`src/rtl/tlf_params.svh`:
```
/*
  Offsets, field positions, reset values, trip codes and timing counts
  of the trip log and fault response block.
  Assumes inclusion by bare name from the design file and the bench top.
*/
`ifndef TLF_PARAMS_SVH
`define TLF_PARAMS_SVH

// History depth and monitor count
`define TLF_HIST_N        10
`define TLF_MON_N         18

// Register byte addresses
`define TLF_REG_CTRL      8'h00
`define TLF_REG_STATUS    8'h04
`define TLF_REG_IRQ_STAT  8'h08
`define TLF_REG_IRQ_MASK  8'h0c
`define TLF_REG_FIRE_SPD  8'h10
`define TLF_REG_OVLD_TH   8'h14
`define TLF_REG_CODE_BASE 8'h40
`define TLF_REG_DATE_BASE 8'h80
`define TLF_REG_TIME_BASE 8'hc0

// Control fields
`define TLF_CTRL_TAG_SEL  0
`define TLF_CTRL_TSRC_LO  1
`define TLF_CTRL_RFC      3
`define TLF_CTRL_CLEAR    4

// Event bits, shared by status, irq status and irq mask
`define TLF_EV_TRIP       0
`define TLF_EV_FIRE       1
`define TLF_EV_BRAKE      2

// Reset values and overload threshold ceiling
`define TLF_CTRL_RST      32'h0000_0001
`define TLF_OVLD_OL_RST   8'h71
`define TLF_OVLD_RFC_RST  8'h72
`define TLF_OVLD_LIMIT    8'h96

// Trip codes
`define TLF_T_UNDERVOLT   8'h01
`define TLF_T_OVERVOLT    8'h02
`define TLF_T_BRAKE_OI    8'h03
`define TLF_T_BRAKE_OVL   8'h04
`define TLF_T_SUPPLY      8'h05
`define TLF_T_AUX_SUPPLY  8'h09
`define TLF_T_MOTOR_OVL   8'h14
`define TLF_T_MOTOR_THERM 8'h18
`define TLF_T_OUT_OVL     8'h1a
`define TLF_T_PROG_LO     8'h28
`define TLF_T_PROG_HI     8'h59
`define TLF_T_HWF_LO      8'hc8
`define TLF_T_HWF_HI      8'he8

// Warning flash half period
`define TLF_FLASH_MS      500
`define TLF_CLK_NS        10

`endif

```
`src/rtl/tlf_pkg.sv`:
```
/*
  Types of the trip log and fault response block.
  Assumes nothing beyond a SystemVerilog compiler.
*/
package tlf_pkg;

  // Drive fault state, gray coded
  typedef enum logic [1:0] {
    TLF_RUN     = 2'b00,
    TLF_TRIPPED = 2'b01
  } tlf_state_t;

  // Logged time source
  typedef enum logic [1:0] {
    TLF_SRC_POWERUP = 2'b00,
    TLF_SRC_RUNTIME = 2'b01,
    TLF_SRC_RTC     = 2'b10
  } tlf_tsrc_t;

endpackage

```
`src/rtl/tlf_trip_unit.sv`:
```
/*
  Trip log and fault response: ten deep trip history with date/time or
  module tags, output disable, monitor freeze, fire mode trip filter,
  braking switch, user program and digital output gating, Avalon-MM
  register slave with sticky interrupt status.
  Assumes clk at 100 MHz, trip and pin inputs synchronous to clk.
*/
// Added by the designer: register access over Avalon-MM and the register offsets.
// Notes on behaviour
// - keep ten most recent trip codes
// - slot one newest or active, ten oldest
// - tag select: date+time, or module number
// - date and time copied at logging
// - selector picks power-up, running or clock time
// - history reads return numeric trip code
// - any trip disables power output stage
// - freeze monitors on trip except undervoltage
// - fire mode keeps restricted trip set only
// - I/O runs; overload/aux trips force outputs low
// - logic functions keep running while tripped
// - user program stops only on own trips
// - braking switch killed by listed trip classes
// - fire mode needs speed set and input four
// - fire mode disables motor overload, thermal protection
// - overload threshold 113/114 default, below 150
`timescale 1ns/1ps
`include "tlf_params.svh"

module tlf_trip_unit #(
  parameter int unsigned FLASH_CYC = `TLF_FLASH_MS * (1000000 / `TLF_CLK_NS)
) (
  // Clock and reset
  input  wire logic                        clk,
  input  wire logic                        rst_n,
  // Avalon-MM slave
  input  wire logic [7:0]                  avs_address,
  input  wire logic                        avs_read,
  input  wire logic                        avs_write,
  input  wire logic [3:0]                  avs_byteenable,
  input  wire logic [31:0]                 avs_writedata,
  output logic      [31:0]                 avs_readdata,
  output logic                             avs_waitrequest,
  output logic                             irq,
  // Trip sources and tag inputs
  input  wire logic                        trip_valid,
  input  wire logic [7:0]                  trip_code,
  input  wire logic [7:0]                  trip_module,
  input  wire logic [15:0]                 date_now,
  input  wire logic [15:0]                 time_powerup,
  input  wire logic [15:0]                 time_running,
  input  wire logic [15:0]                 time_rtc,
  input  wire logic [7:0]                  motor_current_pct,
  input  wire logic                        digital_in4,
  // Monitor values
  input  wire logic [`TLF_MON_N-1:0][15:0] monitor_in,
  output logic      [`TLF_MON_N-1:0][15:0] monitor_out,
  // Subsystem controls
  output logic                             output_stage_en,
  output logic                             dout_force_low,
  output logic                             logic_func_en,
  output logic                             user_prog_run,
  output logic                             brake_switch_en,
  output logic                             motor_prot_en,
  output logic                             fire_mode,
  output logic                             fire_warning
);

  // Trip classes
  function automatic logic is_brake_kill(input logic [7:0] c);
    is_brake_kill = (c == `TLF_T_BRAKE_OI) || (c == `TLF_T_SUPPLY) ||
                    (c == `TLF_T_BRAKE_OVL) || (c == `TLF_T_OVERVOLT) ||
                    (c >= `TLF_T_HWF_LO && c <= `TLF_T_HWF_HI);
  endfunction

  // Fire mode keeps only supply and hardware protection
  function automatic logic fire_allowed(input logic [7:0] c);
    fire_allowed = (c == `TLF_T_UNDERVOLT) || (c == `TLF_T_OVERVOLT) ||
                   (c == `TLF_T_SUPPLY) ||
                   (c >= `TLF_T_HWF_LO && c <= `TLF_T_HWF_HI);
  endfunction

  // Byte lane merge for writes
  function automatic logic [31:0] merge(input logic [31:0] o, input logic [31:0] n,
                                        input logic [3:0] be);
    for (int b = 0; b < 4; b++) begin
      merge[b*8 +: 8] = be[b] ? n[b*8 +: 8] : o[b*8 +: 8];
    end
  endfunction

  // Reset release through two flops
  logic rst_meta, rst_sync_n;
  always_ff @(posedge clk or negedge rst_n) begin
    if (!rst_n) begin
      rst_meta   <= 1'b0;
      rst_sync_n <= 1'b0;
    end else begin
      rst_meta   <= 1'b1;
      rst_sync_n <= rst_meta;
    end
  end

  // State
  tlf_pkg::tlf_state_t state;
  tlf_pkg::tlf_state_t next_state;
  logic [7:0]  hist_code [`TLF_HIST_N], next_hist_code [`TLF_HIST_N];
  logic [15:0] hist_date [`TLF_HIST_N], next_hist_date [`TLF_HIST_N];
  logic [15:0] hist_time [`TLF_HIST_N], next_hist_time [`TLF_HIST_N];
  logic        brake_dead, next_brake_dead;
  logic [31:0] ctrl, next_ctrl;
  logic [15:0] fire_speed, next_fire_speed;
  logic [7:0]  ovld_th, next_ovld_th;
  logic [2:0]  irq_stat, next_irq_stat;
  logic [2:0]  irq_mask, next_irq_mask;
  logic        ack, next_ack;
  logic [31:0] rdata, next_rdata;
  logic        fire_prev;
  logic [25:0] flash_cnt, next_flash_cnt;
  logic        blink, next_blink;
  // Decoded control
  logic        tag_sel, rfc_mode, wr_take, clear_req;
  logic [1:0]  tsrc;
  assign tag_sel   = ctrl[`TLF_CTRL_TAG_SEL];
  assign tsrc      = ctrl[`TLF_CTRL_TSRC_LO +: 2];
  assign rfc_mode  = ctrl[`TLF_CTRL_RFC];
  assign wr_take   = avs_write && ack; // Write lands at the edge that ends the wait
  assign clear_req = wr_take && avs_address == `TLF_REG_CTRL && avs_byteenable[0] &&
                     avs_writedata[`TLF_CTRL_CLEAR];

  // Fire mode entry and flashing warning
  assign fire_mode     = (fire_speed != 16'h0000) && digital_in4;
  assign fire_warning  = fire_mode && blink;
  assign motor_prot_en = !fire_mode;
  // Time source select
  logic [15:0] time_sel;
  always_comb begin
    case (tsrc)
      tlf_pkg::TLF_SRC_POWERUP: time_sel = time_powerup;
      tlf_pkg::TLF_SRC_RUNTIME: time_sel = time_running;
      tlf_pkg::TLF_SRC_RTC:     time_sel = time_rtc;
      default:                  time_sel = time_powerup;
    endcase
  end
  // Candidate trip; the overload comparator only fills idle cycles and re-fires while high
  logic       ovl_req, cand_valid, cand_en, accept;
  logic [7:0] cand_code;
  assign ovl_req    = motor_prot_en && (motor_current_pct >= ovld_th);
  assign cand_valid = trip_valid || ovl_req;
  assign cand_code  = trip_valid ? trip_code : `TLF_T_MOTOR_OVL;
  assign cand_en    = cand_valid && (!fire_mode || fire_allowed(cand_code));
  assign accept     = cand_en && state == tlf_pkg::TLF_RUN;

  // Fault state, history and brake latch
  always_comb begin
    next_state      = state;
    next_brake_dead = brake_dead;
    next_hist_code  = hist_code;
    next_hist_date  = hist_date;
    next_hist_time  = hist_time;
    if (clear_req) begin
      next_state      = tlf_pkg::TLF_RUN;
      next_brake_dead = 1'b0;
    end
    // Brake kill also counts trips masked by one already active
    if (cand_en && is_brake_kill(cand_code)) begin
      next_brake_dead = 1'b1;
    end
    if (accept) begin
      next_state = tlf_pkg::TLF_TRIPPED;
      for (int i = `TLF_HIST_N - 1; i > 0; i--) begin
        next_hist_code[i] = hist_code[i-1];
        next_hist_date[i] = hist_date[i-1];
        next_hist_time[i] = hist_time[i-1];
      end
      next_hist_code[0] = cand_code;
      next_hist_date[0] = tag_sel ? date_now : 16'h0000;
      next_hist_time[0] = tag_sel ? time_sel : {8'h00, trip_module};
    end
  end
  always_ff @(posedge clk or negedge rst_sync_n) begin
    if (!rst_sync_n) begin
      state      <= tlf_pkg::TLF_RUN;
      brake_dead <= 1'b0;
      for (int i = 0; i < `TLF_HIST_N; i++) begin
        hist_code[i] <= 8'h00;
        hist_date[i] <= 16'h0000;
        hist_time[i] <= 16'h0000;
      end
    end else begin
      state      <= next_state;
      brake_dead <= next_brake_dead;
      hist_code  <= next_hist_code;
      hist_date  <= next_hist_date;
      hist_time  <= next_hist_time;
    end
  end

  // Subsystem gating from the active trip
  logic       tripped, freeze;
  logic [7:0] act_code;
  assign tripped         = state == tlf_pkg::TLF_TRIPPED;
  assign act_code        = hist_code[0];
  assign output_stage_en = !tripped;
  assign dout_force_low  = tripped && (act_code == `TLF_T_OUT_OVL ||
                                       act_code == `TLF_T_AUX_SUPPLY);
  assign logic_func_en   = 1'b1;
  assign user_prog_run   = !(tripped && act_code >= `TLF_T_PROG_LO &&
                             act_code <= `TLF_T_PROG_HI);
  assign brake_switch_en = !brake_dead;
  // Monitor freeze; undervoltage trips leave them live
  assign freeze = tripped && act_code != `TLF_T_UNDERVOLT;
  for (genvar m = 0; m < `TLF_MON_N; m++) begin : g_mon
    always_ff @(posedge clk or negedge rst_sync_n) begin
      if (!rst_sync_n) begin
        monitor_out[m] <= 16'h0000;
      end else begin
        monitor_out[m] <= freeze ? monitor_out[m] : monitor_in[m];
      end
    end
  end

  // Flash timer for the fire warning
  always_comb begin
    next_flash_cnt = flash_cnt + 26'd1;
    next_blink     = blink;
    if (!fire_mode) begin
      next_flash_cnt = 26'd0;
      next_blink     = 1'b1;
    end else if (flash_cnt >= 26'(FLASH_CYC - 1)) begin
      next_flash_cnt = 26'd0;
      next_blink     = !blink;
    end
  end
  // Register file and bus answer; one wait state per access
  logic [3:0] slot;
  logic [2:0] events;
  assign slot   = avs_address[5:2];
  assign events = {cand_en && is_brake_kill(cand_code), fire_mode && !fire_prev, accept};
  always_comb begin
    next_ctrl       = ctrl;
    next_fire_speed = fire_speed;
    next_ovld_th    = ovld_th;
    next_irq_mask   = irq_mask;
    next_irq_stat   = irq_stat;
    next_ack        = (avs_read || avs_write) && !ack;
    next_rdata      = rdata;
    if (wr_take) begin
      case (avs_address)
        `TLF_REG_CTRL: begin
          next_ctrl = merge(ctrl, avs_writedata, avs_byteenable) & 32'h0000_000f;
          // Reset threshold follows the control mode when the mode changes
          if (next_ctrl[`TLF_CTRL_RFC] != rfc_mode) begin
            next_ovld_th = next_ctrl[`TLF_CTRL_RFC] ? `TLF_OVLD_RFC_RST : `TLF_OVLD_OL_RST;
          end
        end
        `TLF_REG_IRQ_STAT: begin
          if (avs_byteenable[0]) begin
            next_irq_stat = irq_stat & ~avs_writedata[2:0];
          end
        end
        `TLF_REG_IRQ_MASK: begin
          if (avs_byteenable[0]) begin
            next_irq_mask = avs_writedata[2:0];
          end
        end
        `TLF_REG_FIRE_SPD: next_fire_speed = 16'(merge({16'h0000, fire_speed}, avs_writedata, avs_byteenable));
        `TLF_REG_OVLD_TH: begin
          // Values at or above the ceiling are capped just below it
          if (avs_byteenable[0]) begin
            next_ovld_th = (avs_writedata[7:0] >= `TLF_OVLD_LIMIT) ?
                           `TLF_OVLD_LIMIT - 8'h01 : avs_writedata[7:0];
          end
        end
        default: ;
      endcase
    end
    next_irq_stat = next_irq_stat | events; // set wins over clear
    if (avs_read && !ack) begin
      next_rdata = 32'h0000_0000;
      case (avs_address)
        `TLF_REG_CTRL:     next_rdata = ctrl;
        `TLF_REG_STATUS:   next_rdata = {16'h0000, act_code, 5'h00,
                                         brake_switch_en, fire_mode, tripped};
        `TLF_REG_IRQ_STAT: next_rdata = {29'h0, irq_stat};
        `TLF_REG_IRQ_MASK: next_rdata = {29'h0, irq_mask};
        `TLF_REG_FIRE_SPD: next_rdata = {16'h0000, fire_speed};
        `TLF_REG_OVLD_TH:  next_rdata = {24'h0, ovld_th};
        default: begin
          if (slot < 4'(`TLF_HIST_N)) begin
            case (avs_address[7:6])
              2'b01:   next_rdata = {24'h0, hist_code[slot]};
              2'b10:   next_rdata = {16'h0000, hist_date[slot]};
              2'b11:   next_rdata = {16'h0000, hist_time[slot]};
              default: next_rdata = 32'h0000_0000;
            endcase
          end
        end
      endcase
    end
  end

  always_ff @(posedge clk or negedge rst_sync_n) begin
    if (!rst_sync_n) begin
      ctrl       <= `TLF_CTRL_RST;
      fire_speed <= 16'h0000;
      ovld_th    <= `TLF_OVLD_OL_RST;
      irq_stat   <= 3'h0;
      irq_mask   <= 3'h0;
      ack        <= 1'b0;
      rdata      <= 32'h0000_0000;
      fire_prev  <= 1'b0;
      flash_cnt  <= 26'd0;
      blink      <= 1'b1;
    end else begin
      ctrl       <= next_ctrl;
      fire_speed <= next_fire_speed;
      ovld_th    <= next_ovld_th;
      irq_stat   <= next_irq_stat;
      irq_mask   <= next_irq_mask;
      ack        <= next_ack;
      rdata      <= next_rdata;
      fire_prev  <= fire_mode;
      flash_cnt  <= next_flash_cnt;
      blink      <= next_blink;
    end
  end

  assign avs_waitrequest = (avs_read || avs_write) && !ack;
  assign avs_readdata    = rdata;
  assign irq             = |(irq_stat & irq_mask);

  // Checks
  a_trip_disables: assert property (@(posedge clk) disable iff (!rst_sync_n)
    accept && !clear_req |=> !output_stage_en) else $error("output stage not disabled");
  a_hist_shift: assert property (@(posedge clk) disable iff (!rst_sync_n)
    accept |=> hist_code[0] == $past(cand_code) && hist_code[9] == $past(hist_code[8]))
    else $error("history not shifted");
  a_tag_time: assert property (@(posedge clk) disable iff (!rst_sync_n)
    accept && tag_sel |=> hist_time[0] == $past(time_sel) && hist_date[0] == $past(date_now))
    else $error("date/time tag wrong");
  a_tag_module: assert property (@(posedge clk) disable iff (!rst_sync_n)
    accept && !tag_sel |=> hist_time[0] == {8'h00, $past(trip_module)})
    else $error("module tag wrong");
  a_mon_frozen: assert property (@(posedge clk) disable iff (!rst_sync_n)
    freeze && $past(freeze) |-> $stable(monitor_out)) else $error("monitor moved while frozen");
  a_fire_filter: assert property (@(posedge clk) disable iff (!rst_sync_n)
    fire_mode && trip_valid && !fire_allowed(trip_code) && !tripped && !clear_req
    |=> !tripped) else $error("trip taken in fire mode");
  a_dout_low: assert property (@(posedge clk) disable iff (!rst_sync_n)
    accept && cand_code == `TLF_T_AUX_SUPPLY && !clear_req |=> dout_force_low)
    else $error("digital outputs not forced low");
  a_prog_stop: assert property (@(posedge clk) disable iff (!rst_sync_n)
    user_prog_run != (tripped && act_code inside {[`TLF_T_PROG_LO:`TLF_T_PROG_HI]}))
    else $error("user program gating wrong");
  a_brake_kill: assert property (@(posedge clk) disable iff (!rst_sync_n)
    cand_en && is_brake_kill(cand_code) |=> !brake_switch_en) else $error("brake not killed");
  a_fire_prot: assert property (@(posedge clk) disable iff (!rst_sync_n)
    fire_mode && !trip_valid && !tripped |-> !motor_prot_en ##1 !tripped)
    else $error("protection active in fire mode");
  a_thresh_cap: assert property (@(posedge clk) disable iff (!rst_sync_n)
    ovld_th < `TLF_OVLD_LIMIT) else $error("overload threshold too high");
  a_bus_answer: assert property (@(posedge clk) disable iff (!rst_sync_n)
    $rose(avs_read) |=> !avs_waitrequest) else $error("bus answer late");

  c_trip_logged: cover property (@(posedge clk) disable iff (!rst_sync_n) accept);
  c_fire_trip:   cover property (@(posedge clk) disable iff (!rst_sync_n) fire_mode && accept);
  c_brake_kill:  cover property (@(posedge clk) disable iff (!rst_sync_n) $fell(brake_switch_en));
  c_clear:       cover property (@(posedge clk) disable iff (!rst_sync_n) tripped && clear_req);

endmodule

```
`config.mk`:
```
export PLATFORM = sky130hd
export DESIGN_NAME = tlf_trip_unit
export DESIGN_NICKNAME = d
export VERILOG_FILES = /design/src/rtl/tlf_pkg.sv /design/src/rtl/tlf_trip_unit.sv
export VERILOG_INCLUDE_DIRS = /design/src /design/src/rtl
export SDC_FILE = /design/constraint.sdc
export NUM_CORES = 1
export LEC_CHECK = 0
export BUFFER_PORTS_ARGS = -buffer_cell sky130_fd_sc_hd__buf_2
export CAP_MARGIN = 10
export CORE_AREA = 2 2 296 298
export CTS_BUF_LIST = sky130_fd_sc_hd__clkbuf_16
export DETAILED_ROUTE_END_ITERATION = 6
export DIE_AREA = 0 0 298 300
export PLACE_DENSITY = 0.68
export SLEW_MARGIN = 20
export SYNTH_ARGS = -nofsm -noshare
export SYNTH_HDL_FRONTEND = slang
export SYNTH_SLANG_ARGS = --single-unit
```
`constraint.sdc`:
```
create_clock -name clk -period 31.8 [get_ports clk]
set_input_delay 1.59 -clock clk [delete_from_list [all_inputs] [get_ports clk]]
set_output_delay 1.59 -clock clk [all_outputs]
set_load 0.005 [all_outputs]
```
==> key figures <==
Synth
  • Library cells used by synthesis: 70
  • Post-synth top cells: dfrtp_1 (765), mux2_2 (361), mux2_4 (300)
  • Synth Flop Type: dfrtp_1
  • Warnings, synthesis: 0
  • Combinational family with the most area after synthesis: multiplexers
  • Area leader, netlist: dfrtp_1
  • Asr flop ratio synth: 100%
  • Post-Synth Adder-Cell Area: 0.389%
  • Synth Area in Simple Gates: around 3.6%
  • Syn Inst Count: 2341
  • Compound-Gate Fraction of Synth Area: 4.27%
  • Count leader, synth: dfrtp_1
  • Yosys reg bits: approximately 770
  • Post-synthesis mux area share: 32.2%
  • Post-synthesis xor/xnor area fraction: 0.594%
  • EDFF count, synth: 0
  • Synth area leaders: dfrtp_1 (54%), mux2_4 (13%), mux2_2 (11%)
  • Share of the synthesized area in the top cell type: a little over half
  • Syn Area/Cell: roughly 15 um2
  • Mapped Area: around 35000 um2
  • Seq/Total Area, Yosys: 54.5%

Detailed routing
  • Vias per inst: 5.22
  • Detail Route Antenna Nets: 0
  • TritonRoute pass-1 iters: 5
  • Post-route DRC: 0
  • DRT iter0 DRCs: 1634
  • Vias: 22199
  • Detailed Route WL: 108000 um
  • Post-DR wirelength/cell: 25.4 um

Clock tree
  • H-tree levels: 3
  • Root buf cell: clkbuf_16
  • Clk pin slew, worst setup/hold paths: 60 ps
  • CTS Hold Buffers Added: 0
  • CTS tree: done
  • Post-CTS sizing: 0
  • Sink Count: 771
  • CTS max path bufs: 3
  • Post-CTS Setup Bufs: 0
  • Worst skew pair latency: 660 ps
  • CTS buffer count: 85

Setup path
  • Critical path's largest stage delay: 810 ps
  • Worst r2r src: fire_speed[8]
  • Crit path kind: primary input to flop
  • Crit-path slowest cell: buf_4
  • Buf/Inv on CP: 3
  • CP Max Fanout: 146
  • Critical Path Start Type: primary input
  • Critical path cell sequence: buf_2, nor4_1, o211ai_1, a311oi_4, a41o_4, buf_4, buf_12, mux2_2
  • CP startpoint: trip_code[4]
  • Crit path max-delay family: buffers and inverters
  • Worst Setup End Kind: flop
  • Arrival time at the worst endpoint: 5640 ps
  • CP required: 32340 ps

Min path
  • Hold path start: rst_meta
  • Hold Crit Class: flop to flop

Global routing
  • GRT Util Overall: 23.7%
  • Pin count of the biggest net entering global routing: about 170
  • Initial antenna violation count: 12
  • Total gr overflow: 0
  • Number of global-route vias before repair: roughly 23000
  • First-pass GRT wire length: 156000 um

STA
  • Worst slew margin: 13.6%
  • Final Max Slew Viols: 0
  • Maximum clock rate: 0.196 GHz
  • Layout Skew: about 39 ps
  • Least-Margin Pin Slew: 1300 ps
  • Final hold slack: approximately 350 ps
  • Fin. Hold Viols: 0
  • Final setup viols: 0
  • Fin crit period: 5100 ps
  • RSZ-0062 raised after global routing: no
  • Final period util: 16.0%
  • Post-route setup TNS: 0 ps

Run
  • Max Cap Viol: 0

Die
  • Starting Density: between 40% and 50%
  • Die W: 298 um
  • I/O pins: between 700 and 800
  • Die Y: 300 um
  • Core area: 86200 um2
  • Die area: 89400 um2
  • Rows: 108

Power and ir drop
  • LEAKAGE: 19.7 nW
  • Pwr per Cell Area: 89.5 nW/um2
  • Peak supply drop: 65.6 uV
  • Final Power: 3.77 mW

Cells and area
  • Synth-to-Final Area Change: 19.1%
  • Layout cell share with drive strength beyond 1: between 50% and 60%
  • Layout Nets: 3469

Run status
  • Status: complete, no violations

Placement
  • IO buf count: 720
  • Post-DP HPWL: 80500 um
  • RePlAce Congestion: 0.931
==> final timing paths <==
| kind | end | slack [ps] | depth (start not counted) |
|---|---|---|---|
| max | hist_date[30] | 26700 | 8 |
| min in group asynchronous | hist_time[153] | 380 | 0 |
| max in group asynchronous | monitor_out[200] | 27260 | 4 |
| min reg2reg | rst_sync_n | 350 | 0 |
| max reg2reg | hist_date[30] | 27130 | 8 |
| min | rst_sync_n | 350 | 0 |
==> report_power, final <==
part	internal, mW	switching, mW
Sequential	1.38	0.288
Combinational	0.665	0.478
Clock	0.539	0.422
Total	2.58	1.19
==> registers in the layout (all words and copies together), names as in the netlist <==
signal / cells
ack: 1
act_code: 8
avs_readdata: 16
blink: 1
brake_dead: 1
ctrl: 4
fire_prev: 1
fire_speed: 16
flash_cnt: 26
hist_code: 72
hist_date: 160
hist_time: 160
irq_mask: 3
irq_stat: 3
monitor_out: 288
ovld_th: 8
rst_meta: 1
rst_sync_n: 1
state: 1
==> per-layer routing <==
metal / vias up / share of wire, % / global-route usage (%)
li1: 9889 / - / -
met4: 8 / 5.1 / 11.6
met2: 651 / 50 / 40.1
met5: - / 0.040 / 0
met1: 11473 / 37 / 27.5
met3: 178 / 7.3 / 6.83
==> layout by cell type, fill, tap and decap left out, drive strengths merged, types with 9 or more instances in the layout <==
cell type and instances:
nand4 10, inv 73, nand3 16, buf 747
a221oi 19, mux4 74, nor3 15, mux2 709
a22oi 41, clkbuf 86, xor2 17, ha 11
clkinv 35, nor2 76, mux2i 63, a221o 9
conb 18, nand2 94, o21ai 53, and3 10
dfrtp 765, a21oi 13, nor4 13, nand2b 10
==> kinds of logic after synthesis <==
group	after synthesis
flip-flops	771
AND/OR/NAND/NOR	267
XOR/XNOR	24
AO/OA/AOI/OAI	205
multiplexers	846
buffers and inverters	215
adder cells (fa/ha/maj)	11
other	2
==> through the flow <==
| step | cell area [um2] | worst slack, ps | utilization (%) | instances |
|---|---|---|---|---|
| 2_1_floorplan | 35500 | 8730 | - | 2357 |
| 3_3_place_gp | 39500 | 26050 | 45.8 | 4100 |
| 3_5_place_dp | 39500 | 26080 | 45.8 | 4100 |
| 4_1_cts | 42100 | 26790 | 48.9 | 4247 |
| 5_1_grt | 42200 | 26470 | 48.9 | 4249 |
| 6_report | 42200 | 26700 | 48.9 | 4251 |
==> cell type report <==
cell class	count	area (um2)
clock buffer	85	2130
antenna	4	10.0
multi-input combinational	1371	14600
timing repair buffer	748	3870
inverter	55	206
sequential	771	19300
clock inverter	62	554
tap	1155	1450
fill	7624	44100
(Power assumes the default switching activity.)
